## src/mpc_map.svh

```systemverilog
// Constant map for the multiplexed pixel port capture block.
// Assumes inclusion by the package and the design files by bare name.
`ifndef MPC_MAP_SVH
`define MPC_MAP_SVH

// ----------------------------------------------------------------------
// Port geometry
// ----------------------------------------------------------------------
`define MPC_SAMPLES      8
`define MPC_SAMPLE_BITS  8
`define MPC_IDX_BITS     3
`define MPC_LAST_IDX     3'h7
`define MPC_HALF_IDX     3'h4

// ----------------------------------------------------------------------
// Levels, widths and timing
// ----------------------------------------------------------------------
`define MPC_BLANK_CODE   8'h00
`define MPC_SYNC_STAGES  3
`define MPC_PER_BITS     12
`define MPC_STEP_SHIFT   3
`define MPC_STEP_MIN     12'h001

`endif

```

## src/mpc_pkg.sv

```systemverilog
// Types shared by the multiplexed pixel port capture block.
// Assumes mpc_map.svh is on the include path.
package mpc_pkg;
  `include "mpc_map.svh"

  typedef logic [`MPC_SAMPLE_BITS-1:0] mpc_code_t;

  typedef struct packed {
    logic [`MPC_SAMPLES-1:0][`MPC_SAMPLE_BITS-1:0] red_sample_inputs;
    logic [`MPC_SAMPLES-1:0][`MPC_SAMPLE_BITS-1:0] green_sample_inputs;
    logic [`MPC_SAMPLES-1:0][`MPC_SAMPLE_BITS-1:0] blue_sample_inputs;
  } mpc_pix_s;

  typedef struct packed {
    logic blank_n;
    logic line_pulse;
    logic frame_pulse;
    logic composite_timing_pulse;
    logic field_odd;
  } mpc_ctl_s;

  typedef struct packed {
    mpc_code_t red;
    mpc_code_t green;
    mpc_code_t blue;
    logic      blank;
    logic      sync;
    logic      pedestal;
    logic      line_pulse;
    logic      frame_pulse;
  } mpc_dac_s;

  typedef enum logic [1:0] {
    MPC_IDLE  = 2'b00,
    MPC_SHIFT = 2'b01,
    MPC_HOLD  = 2'b11
  } mpc_state_e;
endpackage

```

## src/mpc_capture.sv

```systemverilog
// Multiplexed pixel port capture: latches eight samples per channel and the
// video controls on each load rising edge, then presents them one per pixel.
// Assumes a single 125 MHz clock; all port inputs are asynchronous to it.
//
// Overview of operation
// Capture eight 8-bit samples per channel each load
// Blank low forces blanking level, ignores pixels
// Pedestal chosen by pedestal enable bit
// Blank is captured on the load edge
// Line and frame pulses captured on load
// Field input zero even, one odd
// Controller changes field only in vertical blank
// Pixel rate is eight times load rate
// Load output is pixel rate over eight
// Composite sync decoded only when enabled
// Samples presented A to H, one per pixel
`timescale 1ns/1ps
`include "mpc_map.svh"
module mpc_capture
  import mpc_pkg::*;
#(
  parameter int PER_BITS = `MPC_PER_BITS
) (
  input  wire logic     clk_sys_i,
  input  wire logic     rst_i,
  input  wire logic     pixel_load_in_i,
  input  wire mpc_pix_s pixel_samples_i,
  input  wire mpc_ctl_s video_ctl_i,
  input  wire logic     pedestal_enable_bit_i,
  input  wire logic     sync_decode_en_i,
  output logic          pixel_load_out_o,
  output logic          pixel_stb_o,
  output mpc_dac_s      dac_word_o,
  output logic          field_odd_o
);

  // --------------------------------------------------------------------
  // Input synchronisers
  // --------------------------------------------------------------------
  logic     load_f;
  mpc_pix_s pix_f;
  mpc_ctl_s ctl_f;
  logic     ped_f;
  logic     sen_f;

  mpc_sync #(.W(1)) u_sync_load (
    .clk_sys_i (clk_sys_i),
    .rst_i     (rst_i),
    .d_i       (pixel_load_in_i),
    .q_o       (load_f)
  );

  mpc_sync #(.W($bits(mpc_pix_s))) u_sync_pix (
    .clk_sys_i (clk_sys_i),
    .rst_i     (rst_i),
    .d_i       (pixel_samples_i),
    .q_o       (pix_f)
  );

  mpc_sync #(.W($bits(mpc_ctl_s))) u_sync_ctl (
    .clk_sys_i (clk_sys_i),
    .rst_i     (rst_i),
    .d_i       (video_ctl_i),
    .q_o       (ctl_f)
  );

  mpc_sync #(.W(2)) u_sync_cfg (
    .clk_sys_i (clk_sys_i),
    .rst_i     (rst_i),
    .d_i       ({pedestal_enable_bit_i, sync_decode_en_i}),
    .q_o       ({ped_f, sen_f})
  );

  // --------------------------------------------------------------------
  // Load edge, period measurement and pixel step
  // --------------------------------------------------------------------
  logic                          load_q_r;
  logic                          load_rise;
  logic [PER_BITS-1:0]           per_cnt_r;
  logic [PER_BITS-1:0]           period_r;
  logic [PER_BITS-1:0]           step_raw;
  logic [PER_BITS-1:0]           step_len;
  logic [PER_BITS-1:0]           step_cnt_r;
  logic                          pix_stb;

  assign load_rise = load_f & ~load_q_r;
  // The pixel clock is recovered from the measured load period; any
  // remainder of the division is absorbed by the wait for the next load.
  assign step_raw  = period_r >> `MPC_STEP_SHIFT;
  assign step_len  = (step_raw == '0) ? `MPC_STEP_MIN : step_raw;
  assign pix_stb   = (step_cnt_r == step_len - `MPC_STEP_MIN);

  always_ff @(posedge clk_sys_i) begin
    if (rst_i) begin
      load_q_r   <= 1'b0;
      per_cnt_r  <= '0;
      period_r   <= '0;
      step_cnt_r <= '0;
    end else begin
      load_q_r <= load_f;
      if (load_rise) begin
        per_cnt_r  <= '0;
        period_r   <= per_cnt_r + `MPC_STEP_MIN;
        step_cnt_r <= '0;
      end else begin
        if (per_cnt_r != '1) begin
          per_cnt_r <= per_cnt_r + `MPC_STEP_MIN;
        end
        step_cnt_r <= pix_stb ? '0 : step_cnt_r + `MPC_STEP_MIN;
      end
    end
  end

  // --------------------------------------------------------------------
  // Capture on load
  // --------------------------------------------------------------------
  mpc_pix_s cap_pix_r;
  mpc_ctl_s cap_ctl_r;
  logic     pending_r;
  logic     take_set;

  always_ff @(posedge clk_sys_i) begin
    if (rst_i) begin
      cap_pix_r <= '0;
      cap_ctl_r <= '0;
      pending_r <= 1'b0;
    end else begin
      if (load_rise) begin
        cap_pix_r <= pix_f;
        cap_ctl_r <= ctl_f;
      end
      if (load_rise) begin
        pending_r <= 1'b1;
      end else if (take_set) begin
        pending_r <= 1'b0;
      end
    end
  end

  // --------------------------------------------------------------------
  // Presentation sequencer
  // --------------------------------------------------------------------
  mpc_state_e                 state_r;
  mpc_state_e                 state_nxt;
  logic [`MPC_IDX_BITS-1:0]   idx_r;
  logic                       last_pix;
  mpc_pix_s                   cur_pix_r;
  mpc_ctl_s                   cur_ctl_r;
  mpc_dac_s                   dac_nxt;
  logic                       lo_nxt;

  assign last_pix = (state_r == MPC_SHIFT) && pix_stb && (idx_r == `MPC_LAST_IDX);
  // A captured set waits in the pending register until the previous set has
  // run out, so samples are never dropped mid-sequence.
  assign take_set = pending_r && (state_r != MPC_SHIFT || last_pix);

  always_comb begin
    state_nxt = state_r;
    unique case (state_r)
      MPC_IDLE: begin
        if (take_set) begin
          state_nxt = MPC_SHIFT;
        end
      end
      MPC_SHIFT: begin
        if (take_set) begin
          state_nxt = MPC_SHIFT;
        end else if (last_pix) begin
          state_nxt = MPC_HOLD;
        end
      end
      MPC_HOLD: begin
        if (take_set) begin
          state_nxt = MPC_SHIFT;
        end
      end
      default: state_nxt = MPC_IDLE;
    endcase
  end

  // Blanking overrides the samples; sync passes only when decoding is on.
  assign dac_nxt.red         = cur_ctl_r.blank_n ? cur_pix_r.red_sample_inputs[idx_r]
                                                 : `MPC_BLANK_CODE;
  assign dac_nxt.green       = cur_ctl_r.blank_n ? cur_pix_r.green_sample_inputs[idx_r]
                                                 : `MPC_BLANK_CODE;
  assign dac_nxt.blue        = cur_ctl_r.blank_n ? cur_pix_r.blue_sample_inputs[idx_r]
                                                 : `MPC_BLANK_CODE;
  assign dac_nxt.blank       = ~cur_ctl_r.blank_n;
  assign dac_nxt.sync        = cur_ctl_r.composite_timing_pulse & sen_f;
  assign dac_nxt.pedestal    = ped_f;
  assign dac_nxt.line_pulse  = cur_ctl_r.line_pulse;
  assign dac_nxt.frame_pulse = cur_ctl_r.frame_pulse;
  assign lo_nxt              = (idx_r < `MPC_HALF_IDX);

  always_ff @(posedge clk_sys_i) begin
    if (rst_i) begin
      state_r          <= MPC_IDLE;
      idx_r            <= '0;
      cur_pix_r        <= '0;
      cur_ctl_r        <= '0;
      dac_word_o       <= '0;
      pixel_load_out_o <= 1'b0;
      pixel_stb_o      <= 1'b0;
      field_odd_o      <= 1'b0;
    end else begin
      state_r     <= state_nxt;
      pixel_stb_o <= 1'b0;
      if (state_r == MPC_SHIFT && pix_stb) begin
        dac_word_o       <= dac_nxt;
        pixel_stb_o      <= 1'b1;
        pixel_load_out_o <= lo_nxt;
        if (idx_r != `MPC_LAST_IDX) begin
          idx_r <= idx_r + 3'h1;
        end
      end
      // A take may share a cycle with the last pixel; it wins index and load.
      if (take_set) begin
        cur_pix_r        <= cap_pix_r;
        cur_ctl_r        <= cap_ctl_r;
        idx_r            <= '0;
        pixel_load_out_o <= 1'b1;
        field_odd_o      <= cap_ctl_r.field_odd;
      end
    end
  end

  // --------------------------------------------------------------------
  // Checks
  // --------------------------------------------------------------------
  property p_capture_pix;
    @(posedge clk_sys_i) disable iff (rst_i)
      load_rise |=> cap_pix_r == $past(pix_f);
  endproperty
  a_capture_pix: assert property (p_capture_pix) else $error("pixel set not captured");

  property p_blank_out;
    @(posedge clk_sys_i) disable iff (rst_i)
      (state_r == MPC_SHIFT && pix_stb && !take_set && !cur_ctl_r.blank_n)
      |=> dac_word_o.blank && dac_word_o.red == `MPC_BLANK_CODE
          && dac_word_o.blue == `MPC_BLANK_CODE && dac_word_o.green == `MPC_BLANK_CODE;
  endproperty
  a_blank_out: assert property (p_blank_out) else $error("blank did not force level");

  property p_pedestal;
    @(posedge clk_sys_i) disable iff (rst_i)
      pixel_stb_o |-> dac_word_o.pedestal == $past(ped_f);
  endproperty
  a_pedestal: assert property (p_pedestal) else $error("pedestal not from enable bit");

  property p_blank_cap;
    @(posedge clk_sys_i) disable iff (rst_i)
      load_rise ##1 !load_rise [*2] |-> cap_ctl_r.blank_n == $past(ctl_f.blank_n, 2);
  endproperty
  a_blank_cap: assert property (p_blank_cap) else $error("blank not held from load");

  property p_sync_cap;
    @(posedge clk_sys_i) disable iff (rst_i)
      load_rise |=> cap_ctl_r.line_pulse == $past(ctl_f.line_pulse)
                    && cap_ctl_r.frame_pulse == $past(ctl_f.frame_pulse);
  endproperty
  a_sync_cap: assert property (p_sync_cap) else $error("line or frame pulse missed");

  property p_field;
    @(posedge clk_sys_i) disable iff (rst_i)
      take_set |=> field_odd_o == $past(cap_ctl_r.field_odd);
  endproperty
  a_field: assert property (p_field) else $error("field parity wrong");

  property p_step;
    @(posedge clk_sys_i) disable iff (rst_i)
      step_cnt_r < step_len;
  endproperty
  a_step: assert property (p_step) else $error("pixel step overran");

  property p_load_out;
    @(posedge clk_sys_i) disable iff (rst_i)
      take_set |=> pixel_load_out_o && idx_r == '0;
  endproperty
  a_load_out: assert property (p_load_out) else $error("load out not in phase");

  property p_sync_gate;
    @(posedge clk_sys_i) disable iff (rst_i)
      pixel_stb_o && !$past(sen_f) |-> !dac_word_o.sync;
  endproperty
  a_sync_gate: assert property (p_sync_gate) else $error("sync passed while disabled");

  property p_order;
    @(posedge clk_sys_i) disable iff (rst_i)
      (state_r == MPC_SHIFT && pix_stb && !take_set && idx_r != `MPC_LAST_IDX)
      |=> idx_r == $past(idx_r) + 3'h1;
  endproperty
  a_order: assert property (p_order) else $error("sample order broken");

endmodule

```

## src/mpc_sync.sv

```systemverilog
// Three-stage synchroniser with an agreement filter.
// Assumes its inputs come from outside the clk_sys_i domain.
`timescale 1ns/1ps
module mpc_sync #(
  parameter int W = 1
) (
  input  wire logic         clk_sys_i,
  input  wire logic         rst_i,
  input  wire logic [W-1:0] d_i,
  output logic      [W-1:0] q_o
);
  logic [W-1:0] s1_r;
  logic [W-1:0] s2_r;
  logic [W-1:0] s3_r;
  logic [W-1:0] q_nxt;

  // The first stage feeds only the second; the output follows a bit once
  // the second and third stages agree on it.
  assign q_nxt = (s2_r & s3_r) | (q_o & (s2_r | s3_r));

  always_ff @(posedge clk_sys_i) begin
    if (rst_i) begin
      s1_r <= '0;
      s2_r <= '0;
      s3_r <= '0;
      q_o  <= '0;
    end else begin
      s1_r <= d_i;
      s2_r <= s1_r;
      s3_r <= s2_r;
      q_o  <= q_nxt;
    end
  end
endmodule

```

## config.mk

```make
export PLATFORM = sky130hd
export DESIGN_NAME = mpc_capture
export DESIGN_NICKNAME = d
export VERILOG_FILES = /design/src/mpc_pkg.sv /design/src/mpc_capture.sv /design/src/mpc_sync.sv
export VERILOG_INCLUDE_DIRS = /design/src
export SDC_FILE = /design/constraint.sdc
export NUM_CORES = 2
export LEC_CHECK = 0
export ABC_AREA = 1
export BUFFER_PORTS_ARGS = -buffer_cell sky130_fd_sc_hd__buf_2
export CAP_MARGIN = 20
export CORE_ASPECT_RATIO = 0.6
export CORE_MARGIN = 1
export CORE_UTILIZATION = 40
export DETAILED_ROUTE_END_ITERATION = 7
export GPL_TIMING_DRIVEN = 1
export SLEW_MARGIN = 40
export SYNTH_ARGS = -nofsm -noshare
export SYNTH_HDL_FRONTEND = slang
export SYNTH_SLANG_ARGS = --single-unit
```

## constraint.sdc

```tcl
create_clock -name clk_sys_i -period 2.9 [get_ports clk_sys_i]
set_input_delay 0.29 -clock clk_sys_i [delete_from_list [all_inputs] [get_ports clk_sys_i]]
set_output_delay 0.29 -clock clk_sys_i [all_outputs]
set_load 0.01 [all_outputs]
```

==> summary by stage <==
Outcome
The flow ran to the end, and the final reports show no timing, DRC or antenna violations.

CTS
Counting along the longest clock path gives a buffer depth of 3. The clock tree from TritonCTS is built. The number of clock buffers inserted by TritonCTS is 111. The insertion delay of the later-clocked pin in the worst-skew pair is 710 ps. The total clock sinks is 1265. After clock tree synthesis, the clock-pin slew on the worst setup and hold paths is 70 ps. In this run the number of H-tree levels came out at 3. The root buffer cell chosen for the clock tree is sky130_fd_sc_hd__clkbuf_16.

Pwr
Cell internal power was estimated by the tool at 28.1 mW. Summed over all cells, the static leakage comes to 20.2 nW. In this run, flip-flops and latches consume 48.9% of the power.

The total power divided by cell area is 727 nW/um^2. The fraction of power consumed by combinational cells is 8.7%. The clock network accounts for 42.4% of the total power. Net switching is 23.9% of the power. The switching power total is 8.83 mW.

The worst voltage drop across the vdd grid is 0.000502 V.

Route
The average vias per placed instance is 4.82. The pre-antenna-repair detailed-routing pass consisted of 6 iterations. After detailed routing, the average wire length per cell comes to 15.5 um. The routed wire length is 102000 um.

In the routed design, unresolved DRC markers number 0. Once detail routing completed, the nets flagged for antenna violations numbered 0. The number of DRC violations after detailed-routing iteration 0 is 2308. The routed layout has 31800 vias.

Yosys
Summed over all instances, the cell type with the most area after synthesis is sky130_fd_sc_hd__dfxtp_1. Summing the areas of all compound-gate instances in the mapped netlist gives 16.5% of the synthesized area. The share of Yosys cell area claimed by the top area cell type is 61.1%. For this run, the leading register cell type out of synthesis is sky130_fd_sc_hd__dfxtp_1. Of the total synthesized cell area, the portion taken by XOR and XNOR cells is 0.380%. The number of storage elements in the synthesis netlist is 1265. After synthesis, the largest family of logic cells by area is compound AO/OA/AOI/OAI gates. The synthesized netlist devotes 0.211% of its cell area to adder and majority cells.

The sequential cell area fraction in the yosys report is 61.1%. The synthesized area divided by synthesized cell count is 8.77 um^2. The Yosys step of the flow raised 0 warnings. The number of different library cells in the post-synthesis netlist is 38. After synthesis, the cell types taking the most area are sky130_fd_sc_hd__dfxtp_1 61%, sky130_fd_sc_hd__nor2_1 7.7%, sky130_fd_sc_hd__inv_1 6.7%, sky130_fd_sc_hd__a21oi_1 6.3%, sky130_fd_sc_hd__a32o_1 4.8%. By instance count, the leading cell after synthesis is sky130_fd_sc_hd__dfxtp_1. The instance count of the mapped netlist is 4730. By count the netlist is led by 1265 x sky130_fd_sc_hd__dfxtp_1, 847 x sky130_fd_sc_hd__nor2_1, 745 x sky130_fd_sc_hd__inv_1. Of the post-synthesis cell area, the part taken by muxes is 0%. The simple-gate area share of the yosys netlist is 12.1%. After synthesis, the share of flip-flops with an asynchronous set or reset is 0%. The synthesized cell area is 41500 um^2.

The number of enable flip-flop cells after synthesis is 0. The number of nets produced by synthesis is 4939.

Placement
The count of buffers added on input and output ports is 233. The worst setup slack after placement is 12.4 ps. The standard cell area after detailed placement is 44100 um^2. The half-perimeter wire length of the detailed placement result is 61700 um. At the end of routability-driven placement, the weighted congestion stood at 0.822.

Worst setup path
Traced cell by cell, the critical path runs through inv_2 -> nand2_2 -> nor2_4 -> nand2_2 -> nand2_2 -> inv_2 -> ha_4 -> or2_1 -> nand3_2 -> nand3_2 -> nor2_2 -> nand3_2 -> nor2_4 -> nand4_4 -> nand2_8 -> nand2_8 -> buf_4 -> o21ai_0 -> a21oi_1. Of all nets on the critical path, the largest fanout is 13. The most critical setup path has its endpoint at cur_pix_r[41].

The number of cells on the worst reg-to-reg path is 19. The critical path contains buffers and inverters numbering 3 combined. Data on the critical path arrives at its endpoint at 3380 ps. The setup path with the least slack is of type register to register. The slowest stage cell on the critical path is sky130_fd_sc_hd__dfxtp_4. The worst setup path is launched from a register. The largest delay contributor family on the critical path is simple AND/OR/NAND/NOR gates.

The capturing point of the worst reg2reg path is cur_pix_r[41]. The category of the worst setup path capture point is a register. The critical path data required time is 3500 ps. The number of cells on the critical path is 19.

The most critical setup path has its startpoint at period_r[5]. The largest stage delay on the critical path is 350 ps. The launch instance of the worst register-to-register path is period_r[5]. For flop-to-flop paths, the worst setup slack is 120 ps.

Timing
The hold violation count in the final report is 0. In the post-route analysis, the smallest setup slack over all paths is 117 ps. The largest clock skew in the final design is 15.4 ps. The final worst-path cycle share is 96.0%. The setup-violating endpoint count in the final report is 0. The tightest hold margin is 302 ps. Counting I/O delays and the setup requirement, the final critical path takes 2780 ps. The count of pins over their slew limit is 0. The peak clock frequency supported by timing is 0.359 GHz. Setup repair after global routing could not meet its margin everywhere. Headroom to the max-slew limit came out at 43.1%. The slew at the pin closest to its max-slew limit is 854 ps.

Layout
The number of nets in the finished design is 5320. The layout overhead on the synthesized area is 22.5%. Once layout is done, the placed cells without fillers occupy 50800 um^2. The repair_antennas step left the layout with diodes totalling 0.

The post-route core utilization is 49.5%. The post-route netlist has 11.3% of its cells at a drive strength greater than 1.

Floorplan
The total number of placement rows is 91. The die outline width is 418 um. The total I/O pin count is 234. The floorplan step defined a core boundary enclosing 103000 um^2.

The die is 251 um tall. For this configuration, the core starts out at a cell density of 40.4%. The floorplan step defined a die boundary enclosing 105000 um^2.

Global routing
Entering global routing, the biggest net connects 169 pins. The initial antenna violation count is 2. The overall global routing resource usage is 18.5%. The total congestion overflow after global routing is 0. The first global-routing pass estimated 157000 um of wire. The via count of the first global-routing pass came to 29100.

Hold path
The worst min-delay path category is primary input to register. The hold path startpoint is pixel_samples_i[139].

Run
The max capacitance violation total is 0.
worst register-to-register path, stage by stage (launching register included):
cell	delay [ps]
sky130_fd_sc_hd__dfxtp_4	350
sky130_fd_sc_hd__inv_2	60
sky130_fd_sc_hd__nand2_2	70
sky130_fd_sc_hd__nor2_4	100
sky130_fd_sc_hd__nand2_2	70
sky130_fd_sc_hd__nand2_2	70
sky130_fd_sc_hd__inv_2	50
sky130_fd_sc_hd__ha_4	170
sky130_fd_sc_hd__or2_1	230
sky130_fd_sc_hd__nand3_2	70
sky130_fd_sc_hd__nand3_2	80
sky130_fd_sc_hd__nor2_2	140
sky130_fd_sc_hd__nand3_2	110
sky130_fd_sc_hd__nor2_4	140
sky130_fd_sc_hd__nand4_4	140
sky130_fd_sc_hd__nand2_8	180
sky130_fd_sc_hd__nand2_8	150
sky130_fd_sc_hd__buf_4	230
sky130_fd_sc_hd__o21ai_0	190
sky130_fd_sc_hd__a21oi_1	60
power groups by stage:
| stage | combinational (mW) | sequential (mW) | clock [mW] |
|---|---|---|---|
| floorplan | 1.55 | 18.3 | 0 |
| global placement | 2.54 | 18.4 | 0 |
| detailed placement | 2.57 | 18.4 | 0 |
| CTS | 2.87 | 18.1 | 16.0 |
| global route | 3.50 | 18.1 | 16.7 |
| finish | 3.22 | 18.1 | 15.6 |
logic make-up after synthesis:
| kind of cell | count (synthesis) |
|---|---|
| buffers and inverters | 1031 |
| AND/OR/NAND/NOR | 1244 |
| flip-flops | 1265 |
| AO/OA/AOI/OAI | 1165 |
| adder cells (fa/ha/maj) | 7 |
| XOR/XNOR | 18 |
area by class of cell:
type                            count  area [um^2]
Inverter                          751         2840
Clock buffer                      156         3240
Fill cell                        9746        51900
Sequential cell                  1265        25300
Multi-Input combinational cell   2436        12300
Tap cell                         1395         1750
Timing Repair Buffer              546         4610
Clock inverter                     52          671
state kept, by name, summed over array words and instances (netlist names), 9 cells and up:
signal           cells
u_sync_pix.q_o     192
u_sync_pix.s1_r    192
u_sync_pix.s2_r    192
period_r             9
cap_pix_r          192
step_cnt_r          12
cur_pix_r          192
per_cnt_r           12
dac_word_o          29
u_sync_pix.s3_r    192
stage by stage:
stage                     setup TNS (ps)  total power, mW  cells
after floorplan                        0             19.9   4730
after global placement                 0             21.0   6156
after detailed placement               0             21.0   6156
after CTS                              0             37.0   6577
after global routing               -4060             38.3   6601
final                                  0             36.9   6601
cells in the final DEF, fill, tap and decap left out, types with 20 or more instances in the layout:
cell	netlist	final
sky130_fd_sc_hd__dfxtp_1	1265	1258
sky130_fd_sc_hd__nor2_1	847	842
sky130_fd_sc_hd__inv_1	745	740
sky130_fd_sc_hd__a21oi_1	524	513
sky130_fd_sc_hd__o21ai_0	380	361
sky130_fd_sc_hd__buf_2	13	232
sky130_fd_sc_hd__dlygate4sd3_1	0	211
sky130_fd_sc_hd__a32o_1	199	199
sky130_fd_sc_hd__nand3_1	181	177
sky130_fd_sc_hd__nand2_1	175	172
sky130_fd_sc_hd__clkbuf_16	0	127
sky130_fd_sc_hd__buf_4	16	59
sky130_fd_sc_hd__o21ai_1	43	58
sky130_fd_sc_hd__clkinv_2	0	24
sky130_fd_sc_hd__clkbuf_8	0	21
sky130_fd_sc_hd__clkbuf_1	238	20
per-layer routing:
| metal | track usage [%] | vias to the layer above | part of all wire [%] |
|---|---|---|---|
| met4 | 4.90 | 0 | 2.1 |
| li1 | - | 16000 | - |
| met3 | 3.58 | 137 | 5.6 |
| met2 | 26.7 | 709 | 41 |
| met1 | 28.0 | 15000 | 51 |
| met5 | 0 | - | 0 |
repair_timing:
| item | 4_1_cts | 5_1_grt |
|---|---|---|
| hold buffers | 211 | 0 |
| setup endpoints to repair | 1 | 232 |
| gates cloned | 1 | 19 |
| pin swaps | 2 | 11 |
| resized for setup | 4 | 72 |
| endpoints found under the hold margin | 224 | 0 |
| setup buffers | 1 | 5 |
worst min path at each step:
| stage | end | slack (ps) | cells after the start |
|---|---|---|---|
| after floorplan | u_sync_cfg.s2_r[0] | 390 | 2 |
| after global placement | u_sync_pix.s2_r[136] | 390 | 2 |
| after detailed placement | u_sync_pix.s2_r[136] | 390 | 2 |
| after CTS | u_sync_pix.s1_r[152] | 260 | 4 |
| after global routing | u_sync_pix.s1_r[97] | 290 | 4 |
| final | u_sync_pix.s1_r[139] | 300 | 4 |
No activity file was read; power rests on OpenSTA's default activity.
